File: src/msd_pkg.sv
// constants, types and helper functions of the memory space address decoder
// assumes a single system clock and an active-low asynchronous reset
package msd_pkg;

  // ==========================================================================
  // widths and target indices
  localparam int ADDR_W   = 16;
  localparam int DATA_W   = 8;
  localparam int TGT_N    = 6;
  localparam int T_FLASH  = 0;
  localparam int T_XRAM   = 1;
  localparam int T_XPER   = 2;
  localparam int T_IRAM   = 3;
  localparam int T_SFR    = 4;
  localparam int T_NONE   = 5;

  // ==========================================================================
  // address map
  localparam logic [15:0] FLASH_LO     = 16'h0000;
  localparam logic [15:0] FLASH_HI     = 16'h7FFF;
  localparam logic [15:0] RESET_VECTOR = 16'h0000;
  localparam logic [15:0] XRAM_LO      = 16'h0000;
  localparam logic [15:0] XRAM_HI      = 16'h02FF;
  localparam logic [15:0] XPER_LO      = 16'h4018;
  localparam logic [15:0] XPER_HI      = 16'h40FF;
  localparam logic [15:0] XADC_LO      = 16'h0600;
  localparam logic [15:0] XADC_HI      = 16'h061F;
  localparam logic [7:0]  BANK_HI      = 8'h1F;
  localparam logic [7:0]  BITRAM_BASE  = 8'h20;
  localparam logic [7:0]  BITRAM_HI    = 8'h2F;
  localparam logic [7:0]  LOWRAM_HI    = 8'h7F;
  localparam logic [7:0]  UPPER_LO     = 8'h80;
  localparam logic [3:0]  SFR_NIB_A    = 4'h0;
  localparam logic [3:0]  SFR_NIB_B    = 4'h8;
  localparam logic [7:0]  NONE_RDATA   = 8'hFF;
  localparam logic [15:0] ZERO_ADDR    = 16'h0000;
  localparam logic [7:0]  ZERO_DATA    = 8'h00;

  // ==========================================================================
  // types
  typedef enum logic [2:0] {
    KIND_FETCH, KIND_DIRECT, KIND_INDIRECT, KIND_MOVX, KIND_BIT, KIND_WREG, KIND_STACK
  } msd_kind_t;

  typedef enum logic {ST_BOOT, ST_RUN} msd_state_t;

  // ==========================================================================
  // helpers
  function automatic logic in_rng(input logic [15:0] a, input logic [15:0] lo, input logic [15:0] hi);
    return (a >= lo) && (a <= hi);
  endfunction

  function automatic logic [7:0] bit_to_byte(input logic [7:0] b);
    return b[7] ? {b[7:3], 3'h0} : 8'(BITRAM_BASE + {4'h0, b[6:3]});
  endfunction

  function automatic logic sfr_bit_ok(input logic [7:0] a);
    return (a[3:0] == SFR_NIB_A) || (a[3:0] == SFR_NIB_B);
  endfunction

endpackage

File: src/msd_dec_if.sv
// carries one access between the decoder core and its address classifier
// assumes both ends sit in the same clock domain
`timescale 1ns/1ps
interface msd_dec_if;
  import msd_pkg::*;
  msd_kind_t         kind;
  logic [15:0]       addr;
  logic [1:0]        bank;
  logic [TGT_N-1:0]  sel;
  logic [15:0]       tgt_addr;
  logic [2:0]        tgt_bit;

  modport req (output kind, output addr, output bank, input sel, input tgt_addr, input tgt_bit);
  modport dec (input kind, input addr, input bank, output sel, output tgt_addr, output tgt_bit);
endinterface

File: src/msd_classify.sv
// pure address classifier: kind plus address to one-hot target and local address
// assumes inputs are stable for the cycle in which they are sampled
`timescale 1ns/1ps
module msd_classify (
  msd_dec_if.dec d
);
  import msd_pkg::*;

  // ==========================================================================
  // classification
  always_comb begin
    d.sel      = '0;
    d.tgt_addr = d.addr;
    d.tgt_bit  = 3'h0;
    case (d.kind)
      KIND_FETCH: begin
        if (in_rng(d.addr, FLASH_LO, FLASH_HI)) d.sel[T_FLASH] = 1'b1;
        else d.sel[T_NONE] = 1'b1;
      end
      KIND_MOVX: begin
        if (in_rng(d.addr, XRAM_LO, XRAM_HI)) d.sel[T_XRAM] = 1'b1;
        else if (in_rng(d.addr, XPER_LO, XPER_HI) || in_rng(d.addr, XADC_LO, XADC_HI)) d.sel[T_XPER] = 1'b1;
        else d.sel[T_NONE] = 1'b1;
      end
      KIND_DIRECT: begin
        d.tgt_addr = {8'h00, d.addr[7:0]};
        if (d.addr[7:0] >= UPPER_LO) d.sel[T_SFR] = 1'b1;
        else d.sel[T_IRAM] = 1'b1;
      end
      KIND_INDIRECT, KIND_STACK: begin
        d.tgt_addr = {8'h00, d.addr[7:0]};
        d.sel[T_IRAM] = 1'b1;
      end
      KIND_WREG: begin
        d.tgt_addr = {11'h000, d.bank, d.addr[2:0]};
        d.sel[T_IRAM] = 1'b1;
      end
      KIND_BIT: begin
        d.tgt_addr = {8'h00, bit_to_byte(d.addr[7:0])};
        d.tgt_bit  = d.addr[2:0];
        if (d.addr[7] && sfr_bit_ok(bit_to_byte(d.addr[7:0]))) d.sel[T_SFR] = 1'b1;
        else if (!d.addr[7]) d.sel[T_IRAM] = 1'b1;
        else d.sel[T_NONE] = 1'b1;
      end
      default: d.sel[T_NONE] = 1'b1;
    endcase
  end
endmodule

File: src/msd_decoder.sv
// memory space address decoder: routes each core access to one storage target
// assumes the core holds a request until REQ_READY is high; targets answer reads in the select cycle
//
// Notes on behaviour
// - program and data spaces decoded separately
// - fetches 0x0000 to 0x7FFF reach flash
// - first fetch after reset is 0x0000
// - external 0x0000 to 0x02FF is external RAM
// - 0x00-0x1F: four banks, eight registers
// - 0x20-0x2F also bit addressable
// - 0x30-0x7F direct and indirect RAM
// - indirect 0x80-0xFF reaches upper RAM
// - direct 0x80-0xFF reaches special registers
// - stack accesses go to internal RAM
// - special register bits only at nibble 0/8
// - extended peripheral space inside external space
`timescale 1ns/1ps
module msd_decoder (
  // clock and reset
  input  wire logic                      CLK,
  input  wire logic                      NRST,
  // core request
  input  wire logic                      REQ_VALID,
  input  wire msd_pkg::msd_kind_t        REQ_KIND,
  input  wire logic [15:0]               REQ_ADDR,
  input  wire logic                      REQ_WR,
  input  wire logic [7:0]                REQ_WDATA,
  input  wire logic [1:0]                BANK_SEL,
  output logic                           REQ_READY,
  // target side
  output logic [msd_pkg::TGT_N-1:0]      TGT_SEL,
  output logic [15:0]                    TGT_ADDR,
  output logic [2:0]                     TGT_BIT,
  output logic                           TGT_WR,
  output logic [7:0]                     TGT_WDATA,
  input  wire logic [7:0]                FLASH_RDATA,
  input  wire logic [7:0]                XRAM_RDATA,
  input  wire logic [7:0]                XPER_RDATA,
  input  wire logic [7:0]                IRAM_RDATA,
  input  wire logic [7:0]                SFR_RDATA,
  // read answer and access fault
  output logic [7:0]                     RD_DATA,
  output logic                           RD_VALID,
  output logic                           ACC_FAULT
);
  import msd_pkg::*;

  // ==========================================================================
  // classifier
  msd_dec_if dif ();
  msd_classify u_classify (
    .d (dif)
  );

  msd_state_t        state_reg, state_next;
  logic              ready_reg, ready_next;
  logic [TGT_N-1:0]  sel_reg,   sel_next;
  logic [15:0]       addr_reg,  addr_next;
  logic [2:0]        bit_reg,   bit_next;
  logic              wr_reg,    wr_next;
  logic [7:0]        wdata_reg, wdata_next;
  logic [7:0]        rdata_reg, rdata_next;
  logic              rvld_reg,  rvld_next;
  logic              fault_reg, fault_next;
  logic              take;
  logic [7:0]        mux_data;

  assign take     = REQ_VALID && ready_reg;
  assign dif.kind = REQ_KIND;
  assign dif.addr = REQ_ADDR;
  assign dif.bank = BANK_SEL;

  // ==========================================================================
  // read return path
  always_comb begin
    mux_data = NONE_RDATA;
    case (1'b1)
      sel_reg[T_FLASH]: mux_data = FLASH_RDATA;
      sel_reg[T_XRAM]:  mux_data = XRAM_RDATA;
      sel_reg[T_XPER]:  mux_data = XPER_RDATA;
      sel_reg[T_IRAM]:  mux_data = IRAM_RDATA;
      sel_reg[T_SFR]:   mux_data = SFR_RDATA;
      default:          mux_data = NONE_RDATA;
    endcase
  end

  // ==========================================================================
  // next state
  always_comb begin
    state_next = state_reg;
    ready_next = ready_reg;
    sel_next   = '0;
    addr_next  = addr_reg;
    bit_next   = bit_reg;
    wr_next    = 1'b0;
    wdata_next = wdata_reg;
    rvld_next  = 1'b0;
    rdata_next = rdata_reg;
    fault_next = 1'b0;
    if (|sel_reg && !wr_reg) begin
      rvld_next  = 1'b1;
      rdata_next = mux_data;
    end
    case (state_reg)
      ST_BOOT: begin
        sel_next[T_FLASH] = 1'b1;
        addr_next  = RESET_VECTOR;
        bit_next   = 3'h0;
        state_next = ST_RUN;
        ready_next = 1'b1;
      end
      ST_RUN: begin
        if (take) begin
          sel_next   = dif.sel;
          addr_next  = dif.tgt_addr;
          bit_next   = dif.tgt_bit;
          wr_next    = REQ_WR && (REQ_KIND != KIND_FETCH);
          wdata_next = REQ_WDATA;
          fault_next = dif.sel[T_NONE];
        end
      end
      default: begin
        state_next = ST_BOOT;
        ready_next = 1'b0;
      end
    endcase
  end

  // ==========================================================================
  // registers
  always_ff @(posedge CLK or negedge NRST) begin
    if (!NRST) begin
      state_reg <= ST_BOOT;
      ready_reg <= 1'b0;
      sel_reg   <= '0;
      addr_reg  <= ZERO_ADDR;
      bit_reg   <= 3'h0;
      wr_reg    <= 1'b0;
      wdata_reg <= ZERO_DATA;
      rdata_reg <= ZERO_DATA;
      rvld_reg  <= 1'b0;
      fault_reg <= 1'b0;
    end else begin
      state_reg <= state_next;
      ready_reg <= ready_next;
      sel_reg   <= sel_next;
      addr_reg  <= addr_next;
      bit_reg   <= bit_next;
      wr_reg    <= wr_next;
      wdata_reg <= wdata_next;
      rdata_reg <= rdata_next;
      rvld_reg  <= rvld_next;
      fault_reg <= fault_next;
    end
  end

  assign REQ_READY = ready_reg;
  assign TGT_SEL   = sel_reg;
  assign TGT_ADDR  = addr_reg;
  assign TGT_BIT   = bit_reg;
  assign TGT_WR    = wr_reg;
  assign TGT_WDATA = wdata_reg;
  assign RD_DATA   = rdata_reg;
  assign RD_VALID  = rvld_reg;
  assign ACC_FAULT = fault_reg;

  // ==========================================================================
  // checks
  chk_sel_onehot: assert property (@(posedge CLK) disable iff (!NRST)
    $onehot0(TGT_SEL))
    else $error("more than one target selected");

  chk_take_one_sel: assert property (@(posedge CLK) disable iff (!NRST)
    REQ_VALID && REQ_READY |=> $onehot(TGT_SEL))
    else $error("accepted access selected no single target");

  chk_boot_fetch: assert property (@(posedge CLK) disable iff (!NRST)
    $rose(REQ_READY) |-> TGT_SEL[T_FLASH] && TGT_ADDR == RESET_VECTOR && $past(state_reg) == ST_BOOT)
    else $error("first fetch after reset not at reset vector");

  chk_fetch_flash: assert property (@(posedge CLK) disable iff (!NRST)
    REQ_VALID && REQ_READY && REQ_KIND == KIND_FETCH && REQ_ADDR <= FLASH_HI
    |=> TGT_SEL[T_FLASH] && TGT_ADDR == $past(REQ_ADDR))
    else $error("program fetch not routed to flash");

  chk_data_not_flash: assert property (@(posedge CLK) disable iff (!NRST)
    REQ_VALID && REQ_READY && REQ_KIND != KIND_FETCH |=> !TGT_SEL[T_FLASH])
    else $error("data access reached program memory");

  chk_movx_xram: assert property (@(posedge CLK) disable iff (!NRST)
    REQ_VALID && REQ_READY && REQ_KIND == KIND_MOVX && REQ_ADDR <= XRAM_HI |=> TGT_SEL[T_XRAM])
    else $error("external move not routed to external RAM");

  chk_xspace_movx: assert property (@(posedge CLK) disable iff (!NRST)
    (TGT_SEL[T_XRAM] || TGT_SEL[T_XPER]) |-> $past(REQ_KIND) == KIND_MOVX)
    else $error("external space reached without external move");

  chk_xper_map: assert property (@(posedge CLK) disable iff (!NRST)
    REQ_VALID && REQ_READY && REQ_KIND == KIND_MOVX && in_rng(REQ_ADDR, XPER_LO, XPER_HI)
    |=> TGT_SEL[T_XPER] && TGT_ADDR == $past(REQ_ADDR))
    else $error("extended peripheral access misrouted");

  chk_wreg_bank: assert property (@(posedge CLK) disable iff (!NRST)
    REQ_VALID && REQ_READY && REQ_KIND == KIND_WREG
    |=> TGT_SEL[T_IRAM] && TGT_ADDR[7:0] == {3'h0, $past(BANK_SEL), $past(REQ_ADDR[2:0])})
    else $error("working register not in active bank");

  chk_bit_ram: assert property (@(posedge CLK) disable iff (!NRST)
    REQ_VALID && REQ_READY && REQ_KIND == KIND_BIT && !REQ_ADDR[7]
    |=> TGT_SEL[T_IRAM] && TGT_ADDR[7:0] >= BITRAM_BASE && TGT_ADDR[7:0] <= BITRAM_HI)
    else $error("bit address outside bit area");

  chk_direct_low: assert property (@(posedge CLK) disable iff (!NRST)
    REQ_VALID && REQ_READY && REQ_KIND == KIND_DIRECT && REQ_ADDR[7:0] <= LOWRAM_HI |=> TGT_SEL[T_IRAM])
    else $error("direct low address not in RAM");

  chk_indirect_up: assert property (@(posedge CLK) disable iff (!NRST)
    REQ_VALID && REQ_READY && REQ_KIND == KIND_INDIRECT && REQ_ADDR[7] |=> TGT_SEL[T_IRAM])
    else $error("indirect upper access not in RAM");

  chk_direct_up: assert property (@(posedge CLK) disable iff (!NRST)
    REQ_VALID && REQ_READY && REQ_KIND == KIND_DIRECT && REQ_ADDR[7] |=> TGT_SEL[T_SFR])
    else $error("direct upper access not in special registers");

  chk_stack_iram: assert property (@(posedge CLK) disable iff (!NRST)
    REQ_VALID && REQ_READY && REQ_KIND == KIND_STACK |=> TGT_SEL[T_IRAM])
    else $error("stack access left internal RAM");

  chk_sfr_bit_nib: assert property (@(posedge CLK) disable iff (!NRST)
    TGT_SEL[T_SFR] && $past(REQ_KIND) == KIND_BIT |-> sfr_bit_ok(TGT_ADDR[7:0]))
    else $error("bit access to non bit-addressable register");

  chk_read_return: assert property (@(posedge CLK) disable iff (!NRST)
    TGT_SEL[T_IRAM] && !TGT_WR |=> RD_VALID && RD_DATA == $past(IRAM_RDATA))
    else $error("read data not returned from selected target");

  chk_fault_pulse: assert property (@(posedge CLK) disable iff (!NRST)
    ACC_FAULT == TGT_SEL[T_NONE])
    else $error("fault pulse not aligned with unmapped select");

  chk_none_rdata: assert property (@(posedge CLK) disable iff (!NRST)
    TGT_SEL[T_NONE] && !TGT_WR |=> RD_VALID && RD_DATA == NONE_RDATA)
    else $error("unmapped read did not return filler data");

  chk_fetch_no_write: assert property (@(posedge CLK) disable iff (!NRST)
    REQ_VALID && REQ_READY && REQ_KIND == KIND_FETCH |=> !TGT_WR)
    else $error("program fetch raised a write strobe");

  chk_write_no_read: assert property (@(posedge CLK) disable iff (!NRST)
    TGT_WR |=> !RD_VALID)
    else $error("write access returned read data");

  chk_idle_no_sel: assert property (@(posedge CLK) disable iff (!NRST)
    REQ_READY && !REQ_VALID |=> TGT_SEL == '0)
    else $error("target selected without a request");

  chk_read_after_sel: assert property (@(posedge CLK) disable iff (!NRST)
    RD_VALID |-> $past(TGT_SEL) != '0 && !$past(TGT_WR))
    else $error("read answer without a read select");

  chk_data_not_ext: assert property (@(posedge CLK) disable iff (!NRST)
    REQ_VALID && REQ_READY && REQ_KIND != KIND_MOVX |=> !TGT_SEL[T_XRAM] && !TGT_SEL[T_XPER])
    else $error("non external move reached external space");

  chk_int_addr_byte: assert property (@(posedge CLK) disable iff (!NRST)
    (TGT_SEL[T_IRAM] || TGT_SEL[T_SFR]) |-> TGT_ADDR[15:8] == 8'h00)
    else $error("internal target address wider than a byte");

  chk_indirect_addr: assert property (@(posedge CLK) disable iff (!NRST)
    REQ_VALID && REQ_READY && REQ_KIND == KIND_INDIRECT |=> TGT_ADDR[7:0] == $past(REQ_ADDR[7:0]))
    else $error("indirect address not passed through");

  chk_direct_addr: assert property (@(posedge CLK) disable iff (!NRST)
    REQ_VALID && REQ_READY && REQ_KIND == KIND_DIRECT |=> TGT_ADDR[7:0] == $past(REQ_ADDR[7:0]))
    else $error("direct address not passed through");

  chk_bit_number: assert property (@(posedge CLK) disable iff (!NRST)
    REQ_VALID && REQ_READY && REQ_KIND == KIND_BIT |=> TGT_BIT == $past(REQ_ADDR[2:0]))
    else $error("bit number not taken from bit address");

  chk_bit_sfr_byte: assert property (@(posedge CLK) disable iff (!NRST)
    REQ_VALID && REQ_READY && REQ_KIND == KIND_BIT && REQ_ADDR[7]
    |=> TGT_SEL[T_SFR] && TGT_ADDR[7:3] == $past(REQ_ADDR[7:3]) && TGT_ADDR[2:0] == 3'h0)
    else $error("upper bit address not at register base");

  chk_stack_addr: assert property (@(posedge CLK) disable iff (!NRST)
    REQ_VALID && REQ_READY && REQ_KIND == KIND_STACK |=> TGT_ADDR[7:0] == $past(REQ_ADDR[7:0]))
    else $error("stack address not passed through");

  chk_write_data: assert property (@(posedge CLK) disable iff (!NRST)
    REQ_VALID && REQ_READY && REQ_WR && REQ_KIND != KIND_FETCH |=> TGT_WR && TGT_WDATA == $past(REQ_WDATA))
    else $error("write data not passed to target");

  chk_flash_read: assert property (@(posedge CLK) disable iff (!NRST)
    TGT_SEL[T_FLASH] |=> RD_VALID && RD_DATA == $past(FLASH_RDATA))
    else $error("flash data not returned on read path");

  chk_sfr_read: assert property (@(posedge CLK) disable iff (!NRST)
    TGT_SEL[T_SFR] && !TGT_WR |=> RD_VALID && RD_DATA == $past(SFR_RDATA))
    else $error("special register data not returned on read path");

endmodule

File: config.mk
export PLATFORM = sky130hd
export DESIGN_NAME = msd_decoder
export DESIGN_NICKNAME = d
export VERILOG_FILES = /design/src/msd_pkg.sv /design/src/msd_dec_if.sv /design/src/msd_classify.sv /design/src/msd_decoder.sv
export SDC_FILE = /design/constraint.sdc
export NUM_CORES = 1
export LEC_CHECK = 0
export ABC_AREA = 1
export ABC_CLOCK_PERIOD_IN_PS = 1240
export BUFFER_PORTS_ARGS = -buffer_cell sky130_fd_sc_hd__buf_4
export CAP_MARGIN = 20
export CORE_ASPECT_RATIO = 2
export CORE_MARGIN = 2
export CORE_UTILIZATION = 41
export DETAILED_ROUTE_END_ITERATION = 10
export PLACE_DENSITY = 0.85
export REMOVE_ABC_BUFFERS = 1
export SLEW_MARGIN = 20
export SYNTH_ARGS = -nofsm -noshare
export SYNTH_HDL_FRONTEND = slang
export SYNTH_SLANG_ARGS = --single-unit
File: constraint.sdc
create_clock -name CLK -period 1.24 [get_ports CLK]
set_input_delay 0.248 -clock CLK [delete_from_list [all_inputs] [get_ports CLK]]
set_output_delay 0.248 -clock CLK [all_outputs]
set_load 0.03 [all_outputs]
==> flow_metrics.env <==
export IMPL_cpPeakStageDelay_ns=0.42
export IMPL_crit_path_start_kind="flip-flop"
export IMPL_ys_flop_type="dfrtp_1"
export IMPL_p_sw_mw=1.23
export IMPL_grt_usage_pct=22.7
export IMPL_timing_setup_tns_ns=0
export IMPL_yosysTopAreaCellShare_pct=47.1
export IMPL_cts_buffer_depth=2
export IMPL_synth_xor_area_share_pct=0
export IMPL_area_growth_pct=52.9
export IMPL_ctsRootBufferMaster="clkbuf_16"
export IMPL_clk_pin_slew_ns=0.06
export IMPL_place_hpwl_um=5430
export IMPL_critPathTopFamily="simple AND/OR/NAND/NOR gates"
export IMPL_initial_utilization_pct=42.2
export IMPL_worstPathMaxFanout=6
export IMPL_antenna_found_initial=0
export IMPL_cp_end_kind="flip-flop"
export IMPL_path_cells="buf_6 -> nor2_8 -> nand4_4 -> nand2_8 -> inv_6 -> nor2_2 -> a21oi_1"
export IMPL_p_clk_share_pct=32.9
export IMPL_overflow=0
export IMPL_layout_commonest_cell="buf_4"
export IMPL_placed_area_sq_um=3390
export IMPL_total_leakage_power_nw=1.92
export IMPL_cts_tree="yes"
export IMPL_p_int_mw=2.82
export IMPL_drv_cap=0
export IMPL_cp_arrival_ns=1.40
export IMPL_first_global_vias=2628
export IMPL_fin_area_sq_um=3650
export IMPL_seqPwrFrac_pct=41.0
export IMPL_synth_area_leaders="dfrtp_1 47%, nand2_1 18%, nor2_1 4.4%, o31ai_2 3.1%, nand3_1 2.9%"
export IMPL_synthMuxAreaShare_pct=0
export IMPL_synth_edf_count=0
export IMPL_ir_drop_mv=1.35
export IMPL_top_register="TGT_ADDR"
export IMPL_globalplace_congestion=0.901
export IMPL_max_freq_mhz=815
export IMPL_synthesis_instances=300
export IMPL_finalClockSkew_ns=0.00424
export IMPL_critPathRequiredTime_ns=1.41
export IMPL_rsz0062_at_grt="true"
export IMPL_synth_area_leader_cell="dfrtp_1"
export IMPL_critPathBufInv=2
export IMPL_synth_seq_cells=45
export IMPL_worst_hold_path_type="input port to flip-flop"
export IMPL_status="finished, final reports clean"
export IMPL_insertion_delay_ns=0.29
export IMPL_fin_crit_ns=1.23
export IMPL_n_fill_cell=476
export IMPL_syn_avg_cell_area_sq_um=7.96
export IMPL_share_comb_of_total_power_pct=26.1
export IMPL_swShare_pct=30.4
export IMPL_wl_per_cell_um=14.7
export IMPL_grt_max_degree=25
export IMPL_synth_warnings=0
export IMPL_drcViolationCount=0
export IMPL_row_count=39
export IMPL_period_share_pct=99.0
export IMPL_yosys_area_share_adder_pct=0
export IMPL_synth_async_sr_flop_share_pct=100
export IMPL_core_area_sq_um=5660
export IMPL_port_buffers=117
export IMPL_ioPinCount=118
export IMPL_antenna_left=0
export IMPL_crit_path_top_delay_cell="dfrtp_2"
export IMPL_synth_cell_types=33
export IMPL_die_h_um=112
export IMPL_largest_register_ff_count=16
export IMPL_drv_slew=0
export IMPL_htreeDepth=2
export IMPL_mostFrequentLayoutCells="124 x buf_4, 111 x nand2_1, 42 x dfrtp_1"
export IMPL_drt_iter0_drc=133
export IMPL_die_width_um=58.0
export IMPL_dp_slack_ns=-0.0164
export IMPL_hold_ws_ns=0.159
export IMPL_cts_buffers=5
export IMPL_critPathKind="flip-flop to flip-flop"
export IMPL_p_per_area_nw_per_um2=1110
export IMPL_synth_compound_area_share_pct=13.7
export IMPL_drive_above_1_share_pct=41.3
export IMPL_setup_violations=0
export IMPL_nets=504
export IMPL_diodes=0
export IMPL_hold_viol=0
export IMPL_die_area_sq_um=6490
export IMPL_synthSimpleGateAreaFrac_pct=32.2
export IMPL_syn_area_sq_um=2390
export IMPL_vias=2566
export IMPL_yosysSeqAreaShare_pct=47.1
export IMPL_fin_ws_ns=0.0128
export IMPL_drt_pass1_iterations=4
export IMPL_clock_sink_count=45
export IMPL_synth_top_family_by_area="simple AND/OR/NAND/NOR gates"
export IMPL_grt_first_pass_wirelength_um=11400
export IMPL_wl_um=7210
export IMPL_via_per_inst=5.22
==> tightest hold or removal path, cell delays in order <==
cell	delay, ns
buf_4	0.07
nand2_1	0.04
nand2_1	0.05
==> final timing paths <==
path                                          start                        to  slack, ns  depth (start not counted)
max                            TGT_SEL[1]$_DFF_PN0_    RD_DATA[4]$_DFFE_PN0P_       0.01                          7
min                                    REQ_WDATA[0]  TGT_WDATA[0]$_DFFE_PN0P_       0.16                          3
max reg2reg                    TGT_SEL[1]$_DFF_PN0_    RD_DATA[4]$_DFFE_PN0P_       0.01                          7
min reg2reg                TGT_WDATA[2]$_DFFE_PN0P_  TGT_WDATA[2]$_DFFE_PN0P_       0.48                          2
max in group asynchronous                      NRST      TGT_SEL[0]$_DFF_PN0_       0.41                          3
min in group asynchronous                      NRST    RD_DATA[0]$_DFFE_PN0P_       0.40                          2
==> logic make-up after synthesis <==
| logic type | after synthesis |
|---|---|
| and+or+nand+nor | 171 |
| buffers and inverters | 35 |
| AOI/OAI and AO/OA | 48 |
| DFF | 45 |
| other | 1 |
==> through the flow <==
step / std cells / total power, mW / utilization (%)
finish: 492 / 4.05 / 64.5
global route: 492 / 4.24 / 64.5
CTS: 489 / 4.08 / 63.7
detailed placement: 479 / 2.71 / 59.9
global placement: 479 / 2.68 / 59.9
floorplan: 291 / 2.19 / -
==> routing by layer <==
layer	part of all wire, %	track usage [%]	up-vias
met5	0	0	-
met4	3.9	14.1	0
met3	8.2	5.46	30
met2	55	41.1	139
li1	-	-	1236
met1	33	21.8	1161
==> power groups by stage <==
| stage | sequential [mW] | clock (mW) | combinational, mW |
|---|---|---|---|
| floorplan | 1.91 | 0 | 0.278 |
| global placement | 1.68 | 0 | 1.01 |
| detailed placement | 1.68 | 0 | 1.03 |
| CTS | 1.66 | 1.37 | 1.06 |
| global route | 1.67 | 1.43 | 1.14 |
| finish | 1.66 | 1.33 | 1.06 |
==> area by class of cell <==
type	count	area (sq um)	area share (%)
multi-input cells	221	1140	31.4
flip-flops and latches	45	1130	30.9
repair buffers	132	1050	28.6
clock buffers	6	139	3.80
inverters	26	108	2.95
well taps	61	76.3	2.09
clock inverters	1	7.51	0.206
==> cell usage after synthesis (2+ instances only) <==
cell and number:
a21oi_1 10, buf_2 3, buf_4 3, buf_6 2, dfrtp_1 45, inv_1 16, inv_2 9, nand2_1 112
nand2_2 3, nand2_4 2, nand3_1 14, nand3_2 2, nand4_4 2, nor2_1 28, o211ai_1 3, o21a_1 5
o21ai_1 11, o22ai_1 10, o31ai_2 6
==> what timing repair did <==
item,in CTS,in global routing
endpoints found under the setup margin,4,14
setup buffers,1,3
hold buffers,1,0
cloned,1,0
pin swaps,3,2
resized for setup,12,8
hold endpoints to repair,21,0
No activity file was read; power rests on OpenSTA's default activity.
